File: config.mk
export PLATFORM = sky130hd
export DESIGN_NAME = core_addr
export DESIGN_NICKNAME = d
export VERILOG_FILES = /design/src/hdl/core_addr_pkg.sv /design/src/hdl/stack_record.sv /design/src/hdl/core_addr.sv
export SDC_FILE = /design/constraint.sdc
export NUM_CORES = 1
export LEC_CHECK = 0
export BUFFER_PORTS_ARGS = -buffer_cell sky130_fd_sc_hd__buf_2
export CORE_ASPECT_RATIO = 0.6
export CORE_UTILIZATION = 40
export CTS_CLUSTER_SIZE = 16
export DETAILED_ROUTE_END_ITERATION = 10
export PLACE_DENSITY = 0.74
export SLEW_MARGIN = 20
export SYNTH_ARGS = -nofsm -noshare
export SYNTH_HDL_FRONTEND = slang
export SYNTH_SLANG_ARGS = --single-unit
File: constraint.sdc
create_clock -name sys_clk_i -period 7.4 [get_ports sys_clk_i]
set_input_delay 1.11 -clock sys_clk_i [delete_from_list [all_inputs] [get_ports sys_clk_i]]
set_output_delay 1.11 -clock sys_clk_i [all_outputs]
set_load 0.005 [all_outputs]
File: src/hdl/core_addr_pkg.sv
/*
  Package for the core addressing and branching block: memory map
  boundaries, register offsets, reset values, cycle counts and opcodes.
  Assumes a single 10 MHz system clock and an 8051-class data path.
*/
package core_addr_pkg;
  // Data memory map.
  localparam logic [7:0] BANK_TOP = 8'h1F;
  localparam logic [7:0] BIT_BYTE_BASE = 8'h20;
  localparam logic [7:0] LOWER_TOP = 8'h7F;
  localparam logic [7:0] SP_ADDR = 8'h81;
  localparam logic [7:0] SP_RESET = 8'h07;
  localparam int BANK_LO_POS = 3;
  localparam int BANK_HI_POS = 4;
  localparam logic [2:0] SFR_BITABLE_MASK = 3'h7;
  // Program memory map.
  localparam logic [15:0] RESERVED_BASE = 16'hFC00;
  // Stack record.
  localparam int REC_WIDTH = 32;
  localparam logic [5:0] REC_DEPTH = 6'h20;
  // Cycle counts.
  localparam logic [2:0] CYC_NOP = 3'h1;
  localparam logic [2:0] CYC_SHORT_NT = 3'h2;
  localparam logic [2:0] CYC_SHORT_T = 3'h3;
  localparam logic [2:0] CYC_LONG_NT = 3'h3;
  localparam logic [2:0] CYC_LONG_T = 3'h4;
  localparam logic [2:0] CYC_SJMP = 3'h3;
  localparam logic [2:0] CYC_PAGE = 3'h3;
  localparam logic [2:0] CYC_FULL = 3'h4;
  localparam logic [2:0] CYC_RET = 3'h5;
  localparam logic [2:0] CYC_OTHER = 3'h1;
  // Opcodes handled by the branch sequencer.
  localparam logic [7:0] OP_NOP = 8'h00;
  localparam logic [7:0] OP_SPARE = 8'hA5;
  localparam logic [7:0] OP_JC = 8'h40;
  localparam logic [7:0] OP_JNC = 8'h50;
  localparam logic [7:0] OP_JZ = 8'h60;
  localparam logic [7:0] OP_JNZ = 8'h70;
  localparam logic [7:0] OP_SJMP = 8'h80;
  localparam logic [7:0] OP_JBC = 8'h10;
  localparam logic [7:0] OP_JB = 8'h20;
  localparam logic [7:0] OP_JNB = 8'h30;
  localparam logic [7:0] OP_LJMP = 8'h02;
  localparam logic [7:0] OP_LCALL = 8'h12;
  localparam logic [7:0] OP_RET = 8'h22;
  localparam logic [7:0] OP_DECREMENT_JUMP_NONZERO_D = 8'hD5;
  localparam logic [3:0] OP_DECREMENT_JUMP_NONZERO_R_HI = 4'hD;
  localparam logic [3:0] OP_COMPARE_JUMP_UNEQUAL_HI = 4'hB;
  localparam logic [4:0] OP_AJMP_LO = 5'h01;
  localparam logic [4:0] OP_ACALL_LO = 5'h11;
  // Stack pointer operation codes from the execution unit.
  typedef enum logic [2:0] {
    SPOP_NONE, SPOP_PUSH, SPOP_POP, SPOP_CALL, SPOP_RET, SPOP_INC, SPOP_DEC
  } sp_op_t;
endpackage

File: src/hdl/stack_record.sv
/*
  Debug stack-record shift register with overflow and underflow detection.
  Assumes one stack operation per clock, presented as a one-cycle code.
*/
`timescale 1ns/1ns
module stack_record (
  input wire logic sys_clk_i, // System clock.
  input wire logic rst_i, // Synchronous reset, active high.
  input wire core_addr_pkg::sp_op_t op_i, // Stack operation this cycle.
  input wire logic [1:0] rec_bits_i, // Record bits to shift in.
  output logic [31:0] rec_o, // Shift register contents.
  output logic [5:0] fill_o, // Number of valid record bits.
  output logic overflow_o, // Sticky overflow flag.
  output logic underflow_o // Sticky underflow flag.
);
  import core_addr_pkg::*;
  logic [5:0] n_in, n_out;

  // Bits moved per operation: one for push or pop, two for call or return.
  always_comb begin
    n_in = 6'h0;
    n_out = 6'h0;
    case (op_i)
      SPOP_PUSH, SPOP_INC: n_in = 6'h1;
      SPOP_CALL: n_in = 6'h2;
      SPOP_POP, SPOP_DEC: n_out = 6'h1;
      SPOP_RET: n_out = 6'h2;
      default: ;
    endcase
  end

  // Shift the record; the fill count saturates so a flag marks the loss.
  always_ff @(posedge sys_clk_i) begin
    if (rst_i) begin
      rec_o <= 32'h0; // see [RL23]
      fill_o <= 6'h0;
      overflow_o <= 1'b0;
      underflow_o <= 1'b0;
    end else if (n_in == 6'h1) begin
      rec_o <= {rec_o[30:0], rec_bits_i[0]}; // see [RL19]
      if (fill_o == REC_DEPTH) overflow_o <= 1'b1; // see [RL20]
      else fill_o <= fill_o + 6'h1;
    end else if (n_in == 6'h2) begin
      rec_o <= {rec_o[29:0], rec_bits_i}; // see [RL19]
      if (fill_o > REC_DEPTH - 6'h2) begin
        overflow_o <= 1'b1; // see [RL20]
        fill_o <= REC_DEPTH;
      end else fill_o <= fill_o + 6'h2;
    end else if (n_out != 6'h0) begin
      rec_o <= rec_o >> n_out; // see [RL19]
      if (fill_o < n_out) begin
        underflow_o <= 1'b1; // see [RL20]
        fill_o <= 6'h0;
      end else fill_o <= fill_o - n_out;
    end
  end
endmodule // stack_record

File: src/hdl/core_addr.sv
/*
  Branch sequencer and data address decoder of an 8051-class core.
  Assumes the fetch unit presents a whole instruction with its operand
  bytes and condition inputs, and takes the next PC when done_o pulses.
*/
`timescale 1ns/1ns
// Notes on behaviour
// [RL1] Short conditional jumps: 2 cycles, taken 3.
// [RL2] Bit jumps 3/4; clear variant clears set bit.
// [RL3] Short unconditional relative jump: 3 cycles.
// [RL4] Compare jump unequal: 3 equal, 4 taken.
// [RL5] Direct decrement jump: 3 or 4 cycles.
// [RL6] Relative target from next instruction address.
// [RL7] Page target keeps upper five address bits.
// [RL8] Long target is full 16-bit address.
// [RL9] Spare opcode behaves as no-operation.
// [RL10] Software avoids top reserved kilobyte of code.
// [RL11] Code writes only while flash writes enabled.
// [RL12] Status bits three, four choose register bank.
// [RL13] Indirect pointers are first two bank registers.
// [RL14] Bit addresses map into bytes 0x20-0x2F.
// [RL15] Direct above 0x7F selects function registers.
// [RL16] Indirect above 0x7F selects upper RAM.
// [RL17] Stack pointer increments before each push.
// [RL18] Reset loads stack pointer with 0x07.
// [RL19] Record shifts one per push, two per call.
// [RL20] Record flags overflow and underflow at speed.
// [RL21] Only function registers at x0/x8 are bitwise.
// [RL22] Software avoids unoccupied function register addresses.
// [RL23] Record and flags clear on reset.
module core_addr (
  input wire logic sys_clk_i, // System clock, 10 MHz.
  input wire logic rst_i, // Synchronous reset, active high.
  input wire logic start_i, // Pulse: new instruction presented.
  input wire logic [7:0] opcode_i, // Instruction opcode.
  input wire logic [7:0] op1_i, // First operand byte.
  input wire logic [7:0] op2_i, // Second operand byte.
  input wire logic [15:0] pc_i, // Address of the instruction.
  input wire logic [15:0] ret_addr_i, // Popped return address.
  input wire logic carry_i, // Carry flag.
  input wire logic acc_zero_i, // Accumulator is zero.
  input wire logic bit_val_i, // Value of the tested bit.
  input wire logic cmp_equal_i, // Compare operands are equal.
  input wire logic [7:0] dec_src_i, // Byte before decrement.
  output logic busy_o, // Instruction in progress.
  output logic done_o, // Pulse: instruction retires.
  output logic [15:0] next_pc_o, // Next program counter.
  output logic branch_taken_o, // Last branch was taken.
  output logic clear_bit_o, // Pulse with done: clear tested bit.
  output logic [2:0] cycles_o, // Cycle count of last instruction.
  input wire logic [7:0] program_status_word_i, // Status word.
  input wire logic [2:0] reg_sel_i, // Register number in bank.
  input wire logic ind_sel_i, // Pointer register for indirect.
  input wire logic [7:0] ind_ptr_i, // Content of the pointer register.
  input wire logic [7:0] direct_addr_i, // Direct operand address.
  input wire logic [7:0] bit_addr_i, // Bit operand address.
  output logic [7:0] reg_addr_o, // RAM address of bank register.
  output logic [7:0] ind_reg_addr_o, // RAM address of pointer reg.
  output logic ind_upper_o, // Indirect hits upper RAM.
  output logic direct_sfr_o, // Direct hits function registers.
  output logic [7:0] bit_byte_o, // Byte holding the bit.
  output logic [2:0] bit_pos_o, // Bit position in the byte.
  output logic bit_in_sfr_o, // Bit lies in a function register.
  output logic sfr_bitable_o, // Direct address is bit accessible.
  input wire logic code_read_i, // Code read move request.
  input wire logic ext_write_i, // External data write request.
  input wire logic flash_write_en_i, // Flash writes enabled.
  output logic code_rd_o, // Read strobe to program flash.
  output logic code_wr_o, // Write strobe to program flash.
  output logic xdata_wr_o, // Write strobe to external data.
  input wire logic sfr_wr_i, // Function register write strobe.
  input wire logic sfr_rd_i, // Function register read strobe.
  input wire logic [7:0] sfr_addr_i, // Function register address.
  input wire logic [7:0] sfr_wdata_i, // Function register write data.
  output logic [7:0] sfr_rdata_o, // Function register read data.
  output logic sfr_hit_o, // Read address is ours.
  input wire core_addr_pkg::sp_op_t sp_op_i, // Stack op this cycle.
  output logic [7:0] push_addr_o, // Address of the next push write.
  output logic [7:0] stack_top_pointer_o, // Stack pointer value.
  output logic [31:0] rec_o, // Stack record contents.
  output logic rec_overflow_o, // Stack record overflowed.
  output logic rec_underflow_o // Stack record underflowed.
);
  import core_addr_pkg::*;

  typedef enum logic [1:0] {ST_IDLE, ST_WAIT} seq_state_t;
  seq_state_t state_r;
  logic [2:0] cnt_r, cyc_nxt;
  logic [15:0] pc_nxt, seq_pc;
  logic taken_nxt, clr_nxt;
  logic [7:0] stack_top_pointer_r;
  logic [1:0] bank;

  // Relative target: signed offset added to the next instruction address.
  function automatic logic [15:0] rel_target(input logic [15:0] nxt,
                                             input logic [7:0] off);
    rel_target = nxt + {{8{off[7]}}, off}; // see [RL6]
  endfunction

  // Length in bytes of the instructions handled here.
  function automatic logic [1:0] op_len(input logic [7:0] op);
    if (op == OP_LJMP || op == OP_LCALL || op == OP_JB || op == OP_JNB ||
        op == OP_JBC || op == OP_DECREMENT_JUMP_NONZERO_D || op[7:4] == OP_COMPARE_JUMP_UNEQUAL_HI)
      op_len = 2'h3;
    else if (op == OP_JC || op == OP_JNC || op == OP_JZ || op == OP_JNZ ||
             op == OP_SJMP || op[4:0] == OP_AJMP_LO ||
             op[4:0] == OP_ACALL_LO || op[7:3] == {OP_DECREMENT_JUMP_NONZERO_R_HI, 1'b1})
      op_len = 2'h2;
    else
      op_len = 2'h1;
  endfunction

  // Decode: choose the target and the cycle count for this instruction.
  always_comb begin
    seq_pc = pc_i + {14'h0, op_len(opcode_i)};
    pc_nxt = seq_pc;
    taken_nxt = 1'b0;
    clr_nxt = 1'b0;
    cyc_nxt = CYC_OTHER;
    if (opcode_i == OP_NOP || opcode_i == OP_SPARE) begin
      cyc_nxt = CYC_NOP; // see [RL9]
    end else if (opcode_i == OP_JC || opcode_i == OP_JNC ||
                 opcode_i == OP_JZ || opcode_i == OP_JNZ ||
                 opcode_i[7:3] == {OP_DECREMENT_JUMP_NONZERO_R_HI, 1'b1}) begin
      case (opcode_i)
        OP_JC: taken_nxt = carry_i;
        OP_JNC: taken_nxt = !carry_i;
        OP_JZ: taken_nxt = acc_zero_i;
        OP_JNZ: taken_nxt = !acc_zero_i;
        default: taken_nxt = dec_src_i != 8'h01;
      endcase
      cyc_nxt = taken_nxt ? CYC_SHORT_T : CYC_SHORT_NT; // see [RL1]
      if (taken_nxt) pc_nxt = rel_target(seq_pc, op1_i);
    end else if (opcode_i == OP_JB || opcode_i == OP_JNB ||
                 opcode_i == OP_JBC) begin
      taken_nxt = (opcode_i == OP_JNB) ? !bit_val_i : bit_val_i;
      clr_nxt = (opcode_i == OP_JBC) && bit_val_i; // see [RL2]
      cyc_nxt = taken_nxt ? CYC_LONG_T : CYC_LONG_NT; // see [RL2]
      if (taken_nxt) pc_nxt = rel_target(seq_pc, op2_i);
    end else if (opcode_i[7:4] == OP_COMPARE_JUMP_UNEQUAL_HI && opcode_i[3:0] >= 4'h4) begin
      taken_nxt = !cmp_equal_i;
      cyc_nxt = taken_nxt ? CYC_LONG_T : CYC_LONG_NT; // see [RL4]
      if (taken_nxt) pc_nxt = rel_target(seq_pc, op2_i);
    end else if (opcode_i == OP_DECREMENT_JUMP_NONZERO_D) begin
      taken_nxt = dec_src_i != 8'h01;
      cyc_nxt = taken_nxt ? CYC_LONG_T : CYC_LONG_NT; // see [RL5]
      if (taken_nxt) pc_nxt = rel_target(seq_pc, op2_i);
    end else if (opcode_i == OP_SJMP) begin
      taken_nxt = 1'b1;
      cyc_nxt = CYC_SJMP; // see [RL3]
      pc_nxt = rel_target(seq_pc, op1_i);
    end else if (opcode_i[4:0] == OP_AJMP_LO ||
                 opcode_i[4:0] == OP_ACALL_LO) begin
      taken_nxt = 1'b1;
      cyc_nxt = CYC_PAGE;
      pc_nxt = {seq_pc[15:11], opcode_i[7:5], op1_i}; // see [RL7]
    end else if (opcode_i == OP_LJMP || opcode_i == OP_LCALL) begin
      taken_nxt = 1'b1;
      cyc_nxt = CYC_FULL;
      pc_nxt = {op1_i, op2_i}; // see [RL8]
    end else if (opcode_i == OP_RET) begin
      taken_nxt = 1'b1;
      cyc_nxt = CYC_RET;
      pc_nxt = ret_addr_i;
    end
  end

  // Sequencer: hold the instruction for its full cycle count.
  always_ff @(posedge sys_clk_i) begin
    if (rst_i) begin
      state_r <= ST_IDLE;
      cnt_r <= 3'h0;
      done_o <= 1'b0;
      clear_bit_o <= 1'b0;
      next_pc_o <= 16'h0;
      branch_taken_o <= 1'b0;
      cycles_o <= 3'h0;
    end else begin
      done_o <= 1'b0;
      clear_bit_o <= 1'b0;
      case (state_r)
        ST_IDLE: begin
          if (start_i) begin
            next_pc_o <= pc_nxt;
            branch_taken_o <= taken_nxt;
            cycles_o <= cyc_nxt;
            if (cyc_nxt == 3'h1) begin
              done_o <= 1'b1;
              clear_bit_o <= clr_nxt;
            end else begin
              cnt_r <= cyc_nxt - 3'h1;
              state_r <= ST_WAIT;
            end
          end
        end
        ST_WAIT: begin
          cnt_r <= cnt_r - 3'h1;
          if (cnt_r == 3'h1) begin
            done_o <= 1'b1;
            clear_bit_o <= (opcode_i == OP_JBC) && branch_taken_o;
            state_r <= ST_IDLE;
          end
        end
        default: state_r <= ST_IDLE;
      endcase
    end
  end
  assign busy_o = (state_r == ST_WAIT);

  // Register bank and data address decoding, purely combinational.
  assign bank = {program_status_word_i[BANK_HI_POS],
                 program_status_word_i[BANK_LO_POS]}; // see [RL12]
  assign reg_addr_o = {3'h0, bank, reg_sel_i}; // see [RL12]
  assign ind_reg_addr_o = {3'h0, bank, 2'h0, ind_sel_i}; // see [RL13]
  assign ind_upper_o = ind_ptr_i > LOWER_TOP; // see [RL16]
  assign direct_sfr_o = direct_addr_i > LOWER_TOP; // see [RL15]
  assign bit_in_sfr_o = bit_addr_i[7];
  assign bit_pos_o = bit_addr_i[2:0];
  // Low bit addresses fold into the bit byte area, high ones into x0/x8.
  assign bit_byte_o = bit_addr_i[7] ? {bit_addr_i[7:3], 3'h0} // see [RL21]
                    : BIT_BYTE_BASE + {4'h0, bit_addr_i[6:3]}; // see [RL14]
  assign sfr_bitable_o = direct_addr_i[7] && // see [RL21]
                         ((direct_addr_i[2:0] & SFR_BITABLE_MASK) == 3'h0);

  // Code reads always pass; code writes need the flash write enable.
  assign code_rd_o = code_read_i;
  assign code_wr_o = ext_write_i && flash_write_en_i; // see [RL11]
  assign xdata_wr_o = ext_write_i && !flash_write_en_i; // see [RL11]

  // Stack pointer: writes by software, updates by stack operations.
  always_ff @(posedge sys_clk_i) begin
    if (rst_i) stack_top_pointer_r <= SP_RESET; // see [RL18]
    else if (sfr_wr_i && sfr_addr_i == SP_ADDR)
      stack_top_pointer_r <= sfr_wdata_i;
    else case (sp_op_i)
      SPOP_PUSH, SPOP_INC: stack_top_pointer_r <= stack_top_pointer_r + 8'h1;
      SPOP_CALL: stack_top_pointer_r <= stack_top_pointer_r + 8'h2;
      SPOP_POP, SPOP_DEC: stack_top_pointer_r <= stack_top_pointer_r - 8'h1;
      SPOP_RET: stack_top_pointer_r <= stack_top_pointer_r - 8'h2;
      default: ;
    endcase
  end
  assign push_addr_o = stack_top_pointer_r + 8'h1; // see [RL17]
  assign stack_top_pointer_o = stack_top_pointer_r;

  // Read port for the stack pointer; other addresses read zero.
  always_ff @(posedge sys_clk_i) begin
    if (rst_i) sfr_rdata_o <= 8'h0;
    else if (sfr_rd_i)
      sfr_rdata_o <= (sfr_addr_i == SP_ADDR) ? stack_top_pointer_r : 8'h0;
  end
  assign sfr_hit_o = sfr_addr_i == SP_ADDR;

  // Record bits: the low pointer bit, and on a call a one above it.
  stack_record u_rec (
    .sys_clk_i(sys_clk_i),
    .rst_i(rst_i),
    .op_i(sp_op_i),
    .rec_bits_i({1'b1, stack_top_pointer_r[0]}),
    .rec_o(rec_o),
    .fill_o(),
    .overflow_o(rec_overflow_o),
    .underflow_o(rec_underflow_o)
  );
endmodule // core_addr

==> flow_metrics.py <==
metrics = {
    "clock_tree": {
        "clk_pin_slew_worst_paths_ns": 0.06,
        "cts_hold_buf": 0,
        "htreeDepth": 3,
        "cts_tree": "built",
        "cts.sinks": 82,
        "numCtsBuffers": 9,
        "cts_setup_buffers": 0,
        "clockBufferDepth": 2,
        "cts_resized": 0,
        "root_buffer": "clkbuf_16",
        "clock_latency_ns": 0.34,
    },
    "power": {
        "power_density_nw_per_um2": 164,
        "power.leakage_nw": 4.43,
        "ir_worst_vdd_uv": 111,
    },
    "final_layout": {
        "drive_above_1_share_pct": 20.3,
        "final_nets": 1557,
        "area_growth_pct": 15.0,
        "seqCellArea_um2": 1640,
        "nFillCells": 2234,
        "insertedDiodeCount": 0,
        "fin_area_um2": 10400,
        "multi_input_area_um2": 6720,
    },
    "global_route": {
        "antenna_found_initial": 0,
        "grt_pass1_wl_um": 53200,
        "grt_pass1_vias": 9259,
        "grt_start_max_net_pins": 57,
        "grt_usage_pct": 28.9,
        "grt-ovfl-total": 0,
    },
    "sta": {
        "finClkSkew_ns": 0.00908,
        "period_share_pct": 84.8,
        "post-route-min-period_ns": 6.27,
        "hold_viol_final": 0,
        "finalSetupTns_ns": 0,
        "tightestPinTransition_ns": 1.18,
        "rsz0062_at_grt": "false",
        "setup_viol": 0,
        "slew_headroom_pct": 21.3,
        "max_freq_ghz": 0.159,
        "final_max_slew_viol_count": 0,
    },
    "die": {
        "die_x_um": 196,
        "core_um2": 22100,
        "ioPinCount": 247,
        "initial_core_util_pct": 40.9,
        "placementRows": 42,
        "die_y_um": 118,
        "dieArea_um2": 23200,
    },
    "critical_path": {
        "startpoint_type": "input pin",
        "end_kind": "flip-flop",
        "crit_type": "input pin to flip-flop",
        "worst_path_largest_cell_delay_ns": 0.52,
        "cp.arrival_ns": 6.55,
        "path_max_fanout": 11,
        "critPathTopFamily": "simple AND/OR/NAND/NOR gates",
        "required_ns": 7.68,
        "cp_slowest_cell": "nor4b_4",
        "path_buf_inv": 2,
        "path_cells": "buf_2, nor4b_4, nand2_4, nor2_4, nor4_1, nand2_1, ha_1, inv_1, fa_1, nand4b_1, nor2_1, and3_1, xor2_1, ha_1, a21oi_1, o21ai_0, a31oi_1, a32o_1, xnor3_1, a221o_1, nand2_1, a21oi_1, o21ai_1",
    },
    "route": {
        "wl_per_cell_um": 20.6,
        "vias": 10400,
        "drt_iter0_drc": 1285,
        "drtAntennaViolNets": 0,
        "drc": 0,
        "wl_um": 34100,
        "firstDrtPassIters": 6,
        "viasPerCell": 6.27,
    },
    "synth": {
        "yosys_warnings": 0,
        "post_synth.cell_area_avg_um2": 7.34,
        "yosys.cell_count.top_type": "a21oi_1",
        "synth_edf_count": 0,
        "synthTopCellsByArea": "dfxtp_1 (18%), ha_1 (7.6%), a21oi_1 (6.9%), o21ai_0 (6.4%), nand2_1 (4.3%)",
        "synth_area_leader_cell": "dfxtp_1",
        "synthDistinctLibCells": 91,
        "synthesis.area_um2": 9020,
        "ys_seq_area_share_pct": 18.2,
        "synth_common_cells": "a21oi_1 (124), o21ai_0 (115), nand2_1 (104)",
        "synth_async_sr_flop_share_pct": 0,
        "synthCells": 1230,
        "synth_top_area_share_pct": 18.2,
        "synth_flop_cell": "dfxtp_1",
        "ys_ff_latch": 82,
    },
    "place": {
        "routabilityCongestion": 0.962,
        "hpwl_um": 25600,
        "numPortBuffers": 197,
        "place_area_um2": 10100,
    },
    "min_path": {
        "min_path_type": "flip-flop to flip-flop",
    },
    "outcome": {
        "status": "completed",
    },
    "flow_run": {
        "maxCapViolCount": 0,
    },
}
## routing by layer
layer	vias to the layer above	track usage (%)	wire [µm]	share of wire, %
met5	-	0	0	0
met4	0	4.93	367	1.1
met3	37	9.08	4510	13
met2	666	37.2	13100	38
met1	4822	45.6	16200	47
li1	4852	-	-	-
## logic make-up after synthesis
group	count (synthesis)	synth area share, %
compound gates	475	34.5
simple gates	362	20.4
buf+inv	152	7.63
flops	82	18.2
xor+xnor	67	6.86
fa+ha+maj	60	8.73
mux	31	3.63
other cells	1	0.0416
## where the power goes
group | leakage (nW) | total, mW | internal, mW | switching, mW
clock | 0.132 | 0.459 | 0.261 | 0.198
sequential | 0.676 | 0.549 | 0.482 | 0.0676
combinational | 3.62 | 0.697 | 0.289 | 0.408
## layout make-up
cell class / count / share of cell area [%]
clock buffer: 11 / 2.24
tap: 286 / 3.45
timing repair buffer: 225 / 11.5
clock inverter: 4 / 0.519
sequential: 82 / 15.8
inverter: 45 / 1.63
multi-input combinational: 1003 / 64.8
## flip-flops by register name, indices dropped and copies added (netlist names)
signal and count:
u_rec.rec_o 32, next_pc_o 16, sfr_rdata_o 8, stack_top_pointer_o 8
u_rec.fill_o 6, cnt_r 3, cycles_o 3, branch_taken_o 1
clear_bit_o 1, done_o 1, state_r 1, u_rec.overflow_o 1
u_rec.underflow_o 1
## worst min-delay path, stage by stage (launching register included)
cell and delay [ns]:
dfxtp_1 0.31, nand2_1 0.05, a21oi_1 0.05
## through the flow
step                total power [mW]  util (%)  worst slack, ns  hold slack (ns)  cells
CTS                             1.69      47.0             1.21            0.458   1656
detailed placement              1.23      45.7            0.868            0.448   1641
global route                    1.81      47.0            0.773            0.480   1656
global placement                1.22      45.7            0.964            0.443   1641
floorplan                       1.01         -             1.87            0.453   1237
finish                          1.71      47.0             1.13            0.455   1656
## layout by cell type (no fill, tap or decap), drive strengths merged, types with 10 or more instances in the layout
master  Yosys  routed
xor2       28      28
ha         55      55
dfxtp      82      82
o221ai     20      20
inv        44      44
a22oi      10      10
buf        47     225
nor3       30      30
a222oi     10      10
xnor2      38      38
a21o       17      17
a211oi     33      33
nand2b     18      18
nor2b      12      12
o21ai     128     128
and3       14      14
nand3      35      35
nand2     105     105
mux2i      26      26
nor2       95      95
a221oi     26      26
a21oi     128     128
o211ai     17      17
nor4       10      10
o22ai      24      24
clkbuf     60      11
## final timing paths
kind                                      start               to  slack, ns  cells past startpoint
worst max-delay path                opcode_i[6]    next_pc_o[15]       1.13                     23
worst max register to register  u_rec.fill_o[0]  u_rec.fill_o[1]       4.70                     10
worst min-delay path                cycles_o[2]      cycles_o[2]       0.46                      2
worst min register to register      cycles_o[2]      cycles_o[2]       0.46                      2
Power figures use the tool's default switching activity.
